$ cat src/rtl/lrs_regs.vh
// Constants for the indicator, reset and strap block.
// Assumes a 25 MHz pclk and an APB register port with 32-bit data.
`ifndef LRS_REGS_VH
`define LRS_REGS_VH

// ----------------------------------------------------------------------
// Register offsets (byte addresses)
// ----------------------------------------------------------------------
`define LRS_OFF_CTRL 12'h000
`define LRS_OFF_STATUS 12'h004

// ----------------------------------------------------------------------
// Field positions
// ----------------------------------------------------------------------
`define LRS_CTRL_ADDR_LSB 0
`define LRS_CTRL_ADDR_MSB 4
`define LRS_CTRL_MODE_BIT 8
`define LRS_ST_ISOLATE_BIT 0
`define LRS_ST_LINK_BIT 1
`define LRS_ST_SPEED_BIT 2
`define LRS_ST_LINKIND_BIT 3
`define LRS_ST_SPEEDIND_BIT 4
`define LRS_ST_STRAP_LSB 8

// ----------------------------------------------------------------------
// Reset values
// ----------------------------------------------------------------------
`define LRS_ADDR_RST 5'h01
`define LRS_MODE_RST 1'b0

// ----------------------------------------------------------------------
// Timing
// ----------------------------------------------------------------------
`define LRS_CLK_MHZ 25
`define LRS_RESET_MIN_NS 1000
// Cycles of pclk in the minimum reset pulse: 1000 ns at 25 MHz.
`define LRS_RESET_MIN_CYC 8'd25
`define LRS_BLINK_CYC 24'h2FAF08
`define LRS_BLINK_HALF 24'h17D784

`endif

$ cat src/rtl/lrs_top.v
// Link and speed indicators, hardware reset qualifier and strap capture.
// Assumes strap pins and reset come from the board asynchronously.
//
// Operation
// - Mode 1: link indicator on when link good, else off.
// - Mode 2: link indicator on with good link, blinks on activity.
// - Speed indicator on at 100 Mb/s, off at 10 Mb/s.
// - Speed indicator ignores the indicator mode.
// - Reset pin low for at least 1 us starts a full reset.
// - Hardware reset restores register defaults and re-samples straps.
// - Strap pin levels sampled during reset set the station address and isolate mode.
// - Strap capture finishes before pins return to normal output use.
// - Five-bit station address latched from straps into control word.
// - Any strapped address 0 to 31 is accepted.
// - Strapped address zero puts the device in isolate mode.
// - Writing address zero by register does not enter isolate mode.
`timescale 1ns/1ps
`include "lrs_regs.vh"

module lrs_top (
  input wire pclk,
  input wire presetn,
  input wire hw_reset_n,
  input wire psel,
  input wire penable,
  input wire pwrite,
  input wire [11:0] paddr,
  input wire [31:0] pwdata,
  output reg [31:0] prdata,
  output wire pready,
  output wire pslverr,
  input wire link_good,
  input wire speed_100,
  input wire activity,
  input wire [4:0] station_address_strap,
  output reg link_indicator,
  output reg speed_indicator,
  output reg strap_drive_enable,
  output reg isolate,
  output reg device_reset_n,
  output wire [4:0] device_control_word
);

  // ----------------------------------------------------------------------
  // Reset pin qualifier
  // ----------------------------------------------------------------------
  localparam [7:0] RST_MIN = `LRS_RESET_MIN_CYC;
  localparam [1:0] ST_RUN = 2'd0;
  localparam [1:0] ST_LOW = 2'd1;
  localparam [1:0] ST_CAPT = 2'd2;

  reg [2:0] rst_sync;
  reg rst_level;
  reg [1:0] state;
  reg [7:0] low_cnt;
  reg [1:0] next_state;

  // The first stage feeds only the second; a change counts when the
  // second and third stages agree.
  always @(posedge pclk or negedge presetn) begin
    if (!presetn) begin
      rst_sync <= 3'b111;
      rst_level <= 1'b1;
    end else begin
      rst_sync <= {rst_sync[1:0], hw_reset_n};
      if (rst_sync[1] == rst_sync[2])
        rst_level <= rst_sync[2];
    end
  end

  always @* begin
    next_state = state;
    case (state)
      ST_RUN: if (!rst_level) next_state = ST_LOW;
      ST_LOW: begin
        if (rst_level)
          next_state = (low_cnt >= RST_MIN) ? ST_CAPT : ST_RUN;
      end
      ST_CAPT: next_state = ST_RUN;
      default: next_state = ST_RUN;
    endcase
  end

  always @(posedge pclk or negedge presetn) begin
    if (!presetn) begin
      state <= ST_CAPT;
      low_cnt <= 8'h00;
    end else begin
      state <= next_state;
      if (state == ST_LOW && low_cnt != 8'hFF)
        low_cnt <= low_cnt + 8'h01;
      else if (state != ST_LOW)
        low_cnt <= 8'h00;
    end
  end

  // A short glitch on the pin is ignored; a qualified low resets the indicator mode
  // and holds the device once it has lasted RST_MIN cycles, while the pin is still low.
  wire soft_rst = (state == ST_LOW) && (low_cnt >= RST_MIN);
  wire capture = (state == ST_CAPT);

  // ----------------------------------------------------------------------
  // Strap capture and control registers
  // ----------------------------------------------------------------------
  reg [4:0] strap_level;
  reg [4:0] strap_value;
  reg [4:0] station_addr;
  reg led_mode;
  integer i;
  // Three-stage synchronisers for the five strap pins.
  reg [4:0] s1_a, s1_b, s2_b;

  always @(posedge pclk or negedge presetn) begin
    if (!presetn) begin
      strap_level <= `LRS_ADDR_RST;
    end else begin
      for (i = 0; i < 5; i = i + 1) begin
        if (s1_b[i] == s2_b[i])
          strap_level[i] <= s2_b[i];
      end
    end
  end

  always @(posedge pclk or negedge presetn) begin
    if (!presetn) begin
      s1_a <= `LRS_ADDR_RST;
      s1_b <= `LRS_ADDR_RST;
      s2_b <= `LRS_ADDR_RST;
    end else begin
      s1_a <= station_address_strap;
      s1_b <= s1_a;
      s2_b <= s1_b;
    end
  end

  wire wr = psel && penable && pwrite;
  wire mapped = (paddr == `LRS_OFF_CTRL) || (paddr == `LRS_OFF_STATUS);

  always @(posedge pclk or negedge presetn) begin
    if (!presetn) begin
      strap_value <= `LRS_ADDR_RST;
      station_addr <= `LRS_ADDR_RST;
      led_mode <= `LRS_MODE_RST;
      isolate <= 1'b0;
      strap_drive_enable <= 1'b0;
      device_reset_n <= 1'b0;
    end else if (soft_rst) begin
      // Only a qualified pulse holds the device; a glitch leaves it running.
      led_mode <= `LRS_MODE_RST;
      strap_drive_enable <= 1'b0;
      device_reset_n <= 1'b0;
    end else if (capture) begin
      // All values 0 to 31 are legal addresses.
      strap_value <= strap_level;
      station_addr <= strap_level;
      isolate <= (strap_level == 5'h00);
      led_mode <= `LRS_MODE_RST;
      strap_drive_enable <= 1'b0;
      device_reset_n <= 1'b0;
    end else begin
      strap_drive_enable <= 1'b1;
      device_reset_n <= 1'b1;
      if (wr && paddr == `LRS_OFF_CTRL) begin
        // Isolation is not touched here, so address zero by write is
        // only an address.
        station_addr <= pwdata[`LRS_CTRL_ADDR_MSB:`LRS_CTRL_ADDR_LSB];
        led_mode <= pwdata[`LRS_CTRL_MODE_BIT];
      end
    end
  end

  assign device_control_word = station_addr;

  // ----------------------------------------------------------------------
  // Indicators
  // ----------------------------------------------------------------------
  reg [2:0] ls0;
  reg [1:0] link_q, spd_q, act_q;
  reg link_s, spd_s, act_s;
  reg [23:0] blink_cnt;

  // Status pins pass the same three-stage filter as the strap pins.
  always @(posedge pclk or negedge presetn) begin
    if (!presetn) begin
      ls0 <= 3'b000;
      link_q <= 2'b00;
      spd_q <= 2'b00;
      act_q <= 2'b00;
      link_s <= 1'b0;
      spd_s <= 1'b0;
      act_s <= 1'b0;
    end else begin
      ls0 <= {activity, speed_100, link_good};
      link_q <= {link_q[0], ls0[0]};
      spd_q <= {spd_q[0], ls0[1]};
      act_q <= {act_q[0], ls0[2]};
      if (link_q[0] == link_q[1]) link_s <= link_q[1];
      if (spd_q[0] == spd_q[1]) spd_s <= spd_q[1];
      if (act_q[0] == act_q[1]) act_s <= act_q[1];
    end
  end

  // A blink lasts a whole period so short bursts remain visible; the
  // indicator goes dark in the first half so activity shows at once.
  always @(posedge pclk or negedge presetn) begin
    if (!presetn) begin
      blink_cnt <= 24'h000000;
      link_indicator <= 1'b0;
      speed_indicator <= 1'b0;
    end else begin
      if (blink_cnt != 24'h000000)
        blink_cnt <= blink_cnt - 24'h000001;
      else if (act_s && led_mode)
        blink_cnt <= `LRS_BLINK_CYC;
      if (!led_mode)
        link_indicator <= link_s;
      else
        link_indicator <= link_s &&
          !(blink_cnt >= `LRS_BLINK_HALF);
      speed_indicator <= spd_s;
    end
  end

  // ----------------------------------------------------------------------
  // APB read side
  // ----------------------------------------------------------------------
  assign pready = 1'b1;
  assign pslverr = psel && penable && !mapped;

  always @* begin
    prdata = 32'h00000000;
    if (paddr == `LRS_OFF_CTRL) begin
      prdata[`LRS_CTRL_ADDR_MSB:`LRS_CTRL_ADDR_LSB] = station_addr;
      prdata[`LRS_CTRL_MODE_BIT] = led_mode;
    end else if (paddr == `LRS_OFF_STATUS) begin
      prdata[`LRS_ST_ISOLATE_BIT] = isolate;
      prdata[`LRS_ST_LINK_BIT] = link_s;
      prdata[`LRS_ST_SPEED_BIT] = spd_s;
      prdata[`LRS_ST_LINKIND_BIT] = link_indicator;
      prdata[`LRS_ST_SPEEDIND_BIT] = speed_indicator;
      prdata[`LRS_ST_STRAP_LSB+4:`LRS_ST_STRAP_LSB] = strap_value;
    end
  end

endmodule

$ cat config.mk
export PLATFORM = sky130hd
export DESIGN_NAME = lrs_top
export DESIGN_NICKNAME = d
export VERILOG_FILES = /design/src/rtl/lrs_top.v
export VERILOG_INCLUDE_DIRS = /design/src /design/src/rtl
export SDC_FILE = /design/constraint.sdc
export NUM_CORES = 1
export LEC_CHECK = 0
export ABC_AREA = 1
export BUFFER_PORTS_ARGS = -buffer_cell sky130_fd_sc_hd__buf_2
export CAP_MARGIN = 20
export CORE_MARGIN = 2
export CORE_UTILIZATION = 55
export CTS_CLUSTER_DIAMETER = 100
export DETAILED_ROUTE_END_ITERATION = 10
export HOLD_SLACK_MARGIN = 0.06
export PLACE_DENSITY = 0.82
export SKIP_CTS_REPAIR_TIMING = 1
export SLEW_MARGIN = 30
export SYNTH_ARGS = -nofsm -noshare
export SYNTH_HDL_FRONTEND = slang
export SYNTH_SLANG_ARGS = --single-unit
$ cat constraint.sdc
create_clock -name pclk -period 4.6 [get_ports pclk]
set_input_delay 0.23 -clock pclk [delete_from_list [all_inputs] [get_ports pclk]]
set_output_delay 0.23 -clock pclk [all_outputs]
set_load 0.005 [all_outputs]
==> impl_metrics.csv, run 1 <==
group,metric,value,unit
timing,max_freq,548,MHz
detailed_routing,via_per_inst,4.89,
finish,diodes,0,
timing,maxSlewViolCount,0,
power_and_ir_drop,power.total,2.18,mW
die,rows,32,
detailed_routing,drt_iter0_drc,111,
power_and_ir_drop,p_switching,0.864,mW
timing,hold-worst-slack,0.134,ns
detailed_routing,vias,3287,
worst_hold_path,hold_path_class,"in -> reg",
logic_synthesis,yosysUniqueCellTypes,37,
power_and_ir_drop,pwr-share-seq,0.459,
setup_path,cp.arrival,2.07,ns
placed_design,dp_slack,2.79,ns
setup_path,r2r_slack,2.77,ns
clock_network,cts.clk_slew.worst_paths,0.10,ns
die,die_x,92,um
timing,hold_violations,0,
grt,grt_pass1_wl,14.5,mm
logic_synthesis,synthTopCellsByArea,"dfrtp_1 43%, nand2_1 12%, dfstp_2 6.8%, nor2_1 5.3%, inv_1 4.9%",
die,dieHeight,92,um
clock_network,clock-sinks,85,
timing,worst_slack,2.77,ns
logic_synthesis,synth_top_cell_area_share,0.435,
clock_network,cts_buffers,9,
setup_path,cp.required,4.85,ns
setup_path,cp-end-kind,"flip-flop",
grt,grt_start_max_net_pins,86,
logic_synthesis,syn_inst,499,
clock_network,clk_latency,0.36,ns
logic_synthesis,yosysSeqAreaShare,0.503,
power_and_ir_drop,peakVddDrop,0.263,mV
placed_design,numPortBuffers,52,
grt,antenna_found_initial,0,
finish,final_common_cell,"nand2_1",
clock_network,htree_levels,3,
worst_hold_path,worstHoldEndpoint,"led_mode$_DFFE_PN0P_",
setup_path,timing.rr.start,"blink_cnt[0]$_DFFE_PN0P_",
status,outcome,"finished, final reports clean",
grt,track_usage,0.214,
setup_path,critPathSlowestCell,"nand4_2",
flow_run,max-cap-violations,0,
timing,setup_viol,0,
timing,maxSlewHeadroom,0.503,
timing,period_needed,1.83,ns
power_and_ir_drop,pwr-share-comb,0.302,
detailed_routing,wl_per_cell,12.6,um
logic_synthesis,postSynthAreaPerCell,8.54,sq um
finish,area_growth,13.1,%
finish,multiInputGateArea,0.00177,sq mm
setup_path,worstSetupPathType,"reg -> reg",
setup_path,crit_fanout,12,
setup_path,reg2reg_depth,6,
finish,final_cells,672,
detailed_routing,drt_first_pass_iters,5,
power_and_ir_drop,p_per_area,452,mW/mm^2
timing,fin_crit_sh,0.397,
timing,final.setup.tns,0,ns
logic_synthesis,synth-seq-cells,85,
placed_design,hpwl,6.19,mm
logic_synthesis,netlist_area,0.00426,sq mm
setup_path,rr_endpoint,"blink_cnt[8]$_DFFE_PN0P_",
finish,final_layout_size_suffix_gt1_frac,0.193,
power_and_ir_drop,swShare,0.396,
clock_network,clockBufferDepth,2,
timing,rsz0062_at_grt,"false",
detailed_routing,route.detailed.drc,0,
logic_synthesis,ys_warn_count,0,
setup_path,path_cells,"inv_1, ha_1, nand2_1, nor2_2, nand4_2, a21boi_1",
die,io_pins,102,
power_and_ir_drop,p_int,1.32,mW
finish,seqCellArea,0.00214,sq mm
finish,fillerInstances,652,
placed_design,place.gp.congestion,0.869,
worst_hold_path,hp-start,"pwdata[8]",
power_and_ir_drop,leakagePower,2.46,nW
die,design.core.area,0.00761,sq mm
die,start_util,0.560,
grt,grt_overflow,0,
detailed_routing,finalWirelength,8.47,mm
grt,grt_pass1_vias,3147,
placed_design,place_inst,646,
setup_path,slowest_delay,0.38,ns
logic_synthesis,yosysTopAreaCell,"dfrtp_1",
power_and_ir_drop,clock_power_share,0.239,
clock_network,cts_tree,"built",
worst_hold_path,whs_path_depth,3,
clock_network,cts_root_buf,"clkbuf_8",
die,dieArea,0.00846,sq mm
timing,worst_pin_slew,0.746,ns
detailed_routing,ant_nets,0,
timing,clock_skew,0.0135,ns
setup_path,cp-start-kind,"flip-flop",
finish,final_cell_mix,"135 x nand2_1, 74 x dfrtp_1, 60 x nor2_1",
finish,fin_nets,628,
-- per-layer routing --
metal  GRT usage  wire length (um)
met5           0                 0
met1       0.285              3790
met3      0.0452               372
met4      0.0871               159
met2       0.342              4150
-- worst max path at each step --
stage                                        start                                  to  slack [ns]  cells past startpoint
after floorplan           blink_cnt[0]$_DFFE_PN0P_           blink_cnt[20]$_DFFE_PN0P_        3.14                      8
after global placement    blink_cnt[0]$_DFFE_PN0P_            blink_cnt[8]$_DFFE_PN0P_        2.82                      6
after detailed placement  blink_cnt[0]$_DFFE_PN0P_            blink_cnt[8]$_DFFE_PN0P_        2.79                      6
after CTS                 blink_cnt[0]$_DFFE_PN0P_            blink_cnt[8]$_DFFE_PN0P_        2.78                      6
after global routing        low_cnt[0]$_DFFE_PN0P_  device_control_word[2]$_DFFE_PN0P_        2.63                      9
final                     blink_cnt[0]$_DFFE_PN0P_            blink_cnt[8]$_DFFE_PN0P_        2.77                      6
-- cell type report --
type / instances / share of cell area
sequential: 85 / 0.444
multi-input combinational: 349 / 0.367
timing repair buffer: 62 / 0.0761
inverter: 58 / 0.0452
tap: 102 / 0.0265
clock buffer: 9 / 0.0257
clock inverter: 7 / 0.0156
-- cell families (layout without fill, tap and decap cells) --
kind of cell               count (synthesis)  count (layout)  synth area share
and+or+nand+nor                          273             273             0.302
buffers and inverters                     86             136             0.101
AOI/OAI and AO/OA                         30              30            0.0385
adders and majority gates                 14              14            0.0358
other                                      2              23           0.00176
DFF                                       85              85             0.503
xor gates and xnor gates                   9               9            0.0185
-- power by group through the flow --
stage	Clock [mW]	Combinational, mW	Sequential (mW)
after global routing	0.566	0.753	1.02
after CTS	0.531	0.654	0.999
after global placement	0	0.627	1.01
final	0.521	0.658	1.00
after floorplan	0	0.526	0.980
after detailed placement	0	0.647	1.01
-- cell usage after synthesis --
cell type,number
dfstp_2,11
o211ai_1,1
nand3b_1,4
nor3_1,6
nor2_8,1
nor2_1,60
a31oi_1,4
and2_0,1
and2_1,2
nand4_2,1
nor2b_1,1
nand2_2,5
buf_2,2
conb_1,2
nand3_4,2
nor3_4,1
nand3_2,7
nor2_2,6
maj3_1,9
o21ai_0,14
nand4_1,11
xor2_1,6
buf_4,24
a21oi_1,8
o21ai_1,1
o21ai_2,1
nand2_1,135
inv_2,2
nand3_1,25
ha_1,5
xnor2_1,3
inv_1,56
dfrtp_1,74
nor2_4,4
a21boi_1,1
or2_2,1
buf_6,2
-- state kept, by name, indices dropped and copies added, names as in the netlist, 2 cells and up --
register and count:
low_cnt 8, spd_q 2, rst_sync 3, ls0 3, strap_value 5, strap_level 5, s1_a 5, s1_b 5
act_q 2, link_q 2, device_control_word 5, state 2, s2_b 5, blink_cnt 24
-- through the flow --
step / instance area [sq um] / utilization
after CTS: 4720 / 0.620
after global routing: 4820 / 0.633
after global placement: 4520 / 0.594
final: 4820 / 0.633
after detailed placement: 4520 / 0.594
after floorplan: 4340 / -
-- critical path: cells and delay by family, from the launching register on --
family	cells	cell delay [ns]
flops	1	0.37
compound gates	1	0.26
fa+ha+maj	1	0.24
buf+inv	1	0.18
simple gates	3	0.67
Power figures use the tool's default switching activity.
==> run 2, diff against run 1 <==
Settings changed: CORE_UTILIZATION 55 to 54, PLACE_DENSITY 0.82 to 0.8.
Clock period 4.6 ns to 1.7 ns, I/O delays scaled along.
==> impl_metrics.csv, run 2 (synthesis results as in run 1) <==
group,metric,value,unit
detailed_routing,ant_nets,0,
detailed_routing,drt_first_pass_iters,5,
die,start_util,0.554,
flow_run,max-cap-violations,0,
grt,grt_overflow,0,
timing,rsz0062_at_grt,"true",
clock_network,clockBufferDepth,2,
grt,grt_use_met2,0.360,
timing,setup_viol,0,
power_and_ir_drop,clock_power_share,0.230,
power_and_ir_drop,p_switching,2.44,mW
die,dieArea,0.00861,sq mm
timing,worst_pin_slew,0.554,ns
finish,top_regs,"blink_cnt: 24 flops, low_cnt: 8 flops",
setup_path,cp-start-kind,"flip-flop",
timing,hold_violations,0,
clock_network,cts_tree,"built",
power_and_ir_drop,leakagePower,2.58,nW
timing,fin_crit_sh,0.956,
setup_path,crit_top_cell,"nand2_1",
die,dieHeight,92.8,um
power_and_ir_drop,p_per_area,1230,mW/mm^2
setup_path,crit_family,"simple AND/OR/NAND/NOR gates",
detailed_routing,via_per_inst,5.01,
finish,final_cell_mix,"133 x nand2_1, 74 x dfrtp_1, 57 x nor2_1",
timing,maxSlewViolCount,0,
die,io_pins,102,
setup_path,cp.arrival,1.91,ns
timing,final.setup.tns,0,ns
worst_hold_path,hold_path_class,"in -> reg",
finish,regMostFlops,"blink_cnt",
power_and_ir_drop,peakVddDrop,0.835,mV
grt,grt_pass1_wl,14.9,mm
setup_path,slowest_delay,0.44,ns
grt,grt_pass1_vias,3312,
power_and_ir_drop,pwr-share-seq,0.430,
timing,maxSlewHeadroom,0.630,
setup_path,crit_fanout,5,
grt,antenna_found_initial,0,
detailed_routing,route.detailed.drc,0,
setup_path,cp-end-kind,"flip-flop",
detailed_routing,drt_iter0_drc,209,
clock_network,clk_latency,0.36,ns
clock_network,cts_root_buf,"clkbuf_8",
detailed_routing,finalWirelength,9.16,mm
detailed_routing,vias,3490,
setup_path,critPathSlowestCell,"dfrtp_1",
finish,fin_nets,653,
timing,clock_skew,0.0123,ns
placed_design,numPortBuffers,52,
clock_network,clock-sinks,85,
finish,fillerInstances,660,
setup_path,critical_path_buf_inv_count,2,
grt,track_usage,0.220,
finish,final_layout_size_suffix_gt1_frac,0.234,
grt,grtUsageMet3,0.0448,
die,rows,32,
setup_path,path_cells,"buf_4, inv_1, nor3_1, nand4_1, nand2_1, nand2_1, a21oi_1",
clock_network,htree_levels,3,
timing,period_needed,1.63,ns
setup_path,cp.required,1.99,ns
finish,area_growth,18.4,%
die,die_x,92.8,um
grt,grt_start_max_net_pins,53,
grt,use_met1,0.292,
finish,largest_reg_flops,24,
status,outcome,"finished, final reports clean",
setup_path,worstSetupPathType,"reg -> reg",
die,design.core.area,0.00769,sq mm
timing,max_freq,615,MHz
detailed_routing,wl_per_cell,13.1,um
clock_network,cts_buffers,9,
power_and_ir_drop,pwr-share-comb,0.341,
finish,diodes,0,
placed_design,hpwl,6.59,mm
clock_network,cts.clk_slew.worst_paths,0.10,ns
power_and_ir_drop,swShare,0.394,
placed_design,place.gp.congestion,0.937,
finish,fin_util,0.656,
grt,grt.busiest_layer,"met2",
finish,final_common_cell,"nand2_1",
power_and_ir_drop,p_int,3.75,mW
-- run 2: cell types whose count changed in the layout (fill, tap and decap cells not counted), sizes merged --
| cell | before | now |
|---|---|---|
| buf | 52 | 75 |
| clkinv | 2 | 3 |
| clkinvlp | 1 | 0 |
| dlygate4sd3 | 10 | 11 |
| nand3 | 34 | 35 |
-- run 2: tightest hold or removal path: stages --
cell and delay, ns:
buf_2 0.10, nand2_1 0.05, nand2_1 0.05, nand3_1 0.07
nand2_1 0.05
-- run 2: final timing paths --
kind	from	slack, ns	cells past startpoint	end
worst max-delay path	low_cnt[0]$_DFFE_PN0P_	0.07	7	low_cnt[7]$_DFFE_PN0P_
worst min-delay path	pwdata[0]	0.05	5	device_control_word[0]$_DFFE_PN1P_
min in group asynchronous	presetn	0.07	2	blink_cnt[4]$_DFFE_PN0P_
worst min register to register	rst_sync[0]$_DFF_PN1_	0.34	0	rst_sync[1]$_DFF_PN1_
max in group asynchronous	presetn	1.04	3	low_cnt[4]$_DFFE_PN0P_
worst max register to register	low_cnt[0]$_DFFE_PN0P_	0.07	7	low_cnt[7]$_DFFE_PN0P_
-- run 2: stage by stage --
step	power (mW)	hold slack, ns	instances	setup slack (ns)	instance area, sq um
after detailed placement	4.73	-0.0850	667	0.0774	4690
after global placement	4.66	-0.0831	667	0.155	4690
after global routing	6.63	0.0708	697	-0.0361	5040
after CTS	6.16	-0.483	683	0.0457	4880
after floorplan	4.08	-0.211	520	0.238	4340
final	6.19	0.0465	697	0.0746	5040
-- run 2: cell type report --
cell class              instances  area (sq um)  share of cell area
clock buffers                   9           124              0.0246
clock inverters                 7          73.8              0.0146
inverters                      58           218              0.0432
multi-input cells             350          1800               0.357
flip-flops and latches         85          2140               0.424
well taps                     102           128              0.0253
repair buffers                 86           558               0.111
-- run 2: power groups by stage --
| stage | registers [mW] | clock network (mW) | logic (mW) |
|---|---|---|---|
| floorplan | 2.65 | 0 | 1.42 |
| global placement | 2.68 | 0 | 1.98 |
| detailed placement | 2.69 | 0 | 2.04 |
| CTS | 2.65 | 1.46 | 2.05 |
| global route | 2.70 | 1.55 | 2.38 |
| finish | 2.66 | 1.42 | 2.11 |
-- run 2: per-layer routing --
metal / share of wire / vias up
met2: 0.49 / 125
met1: 0.44 / 1645
met5: 0 / -
met4: 0.014 / 0
met3: 0.053 / 14
li1: - / 1706
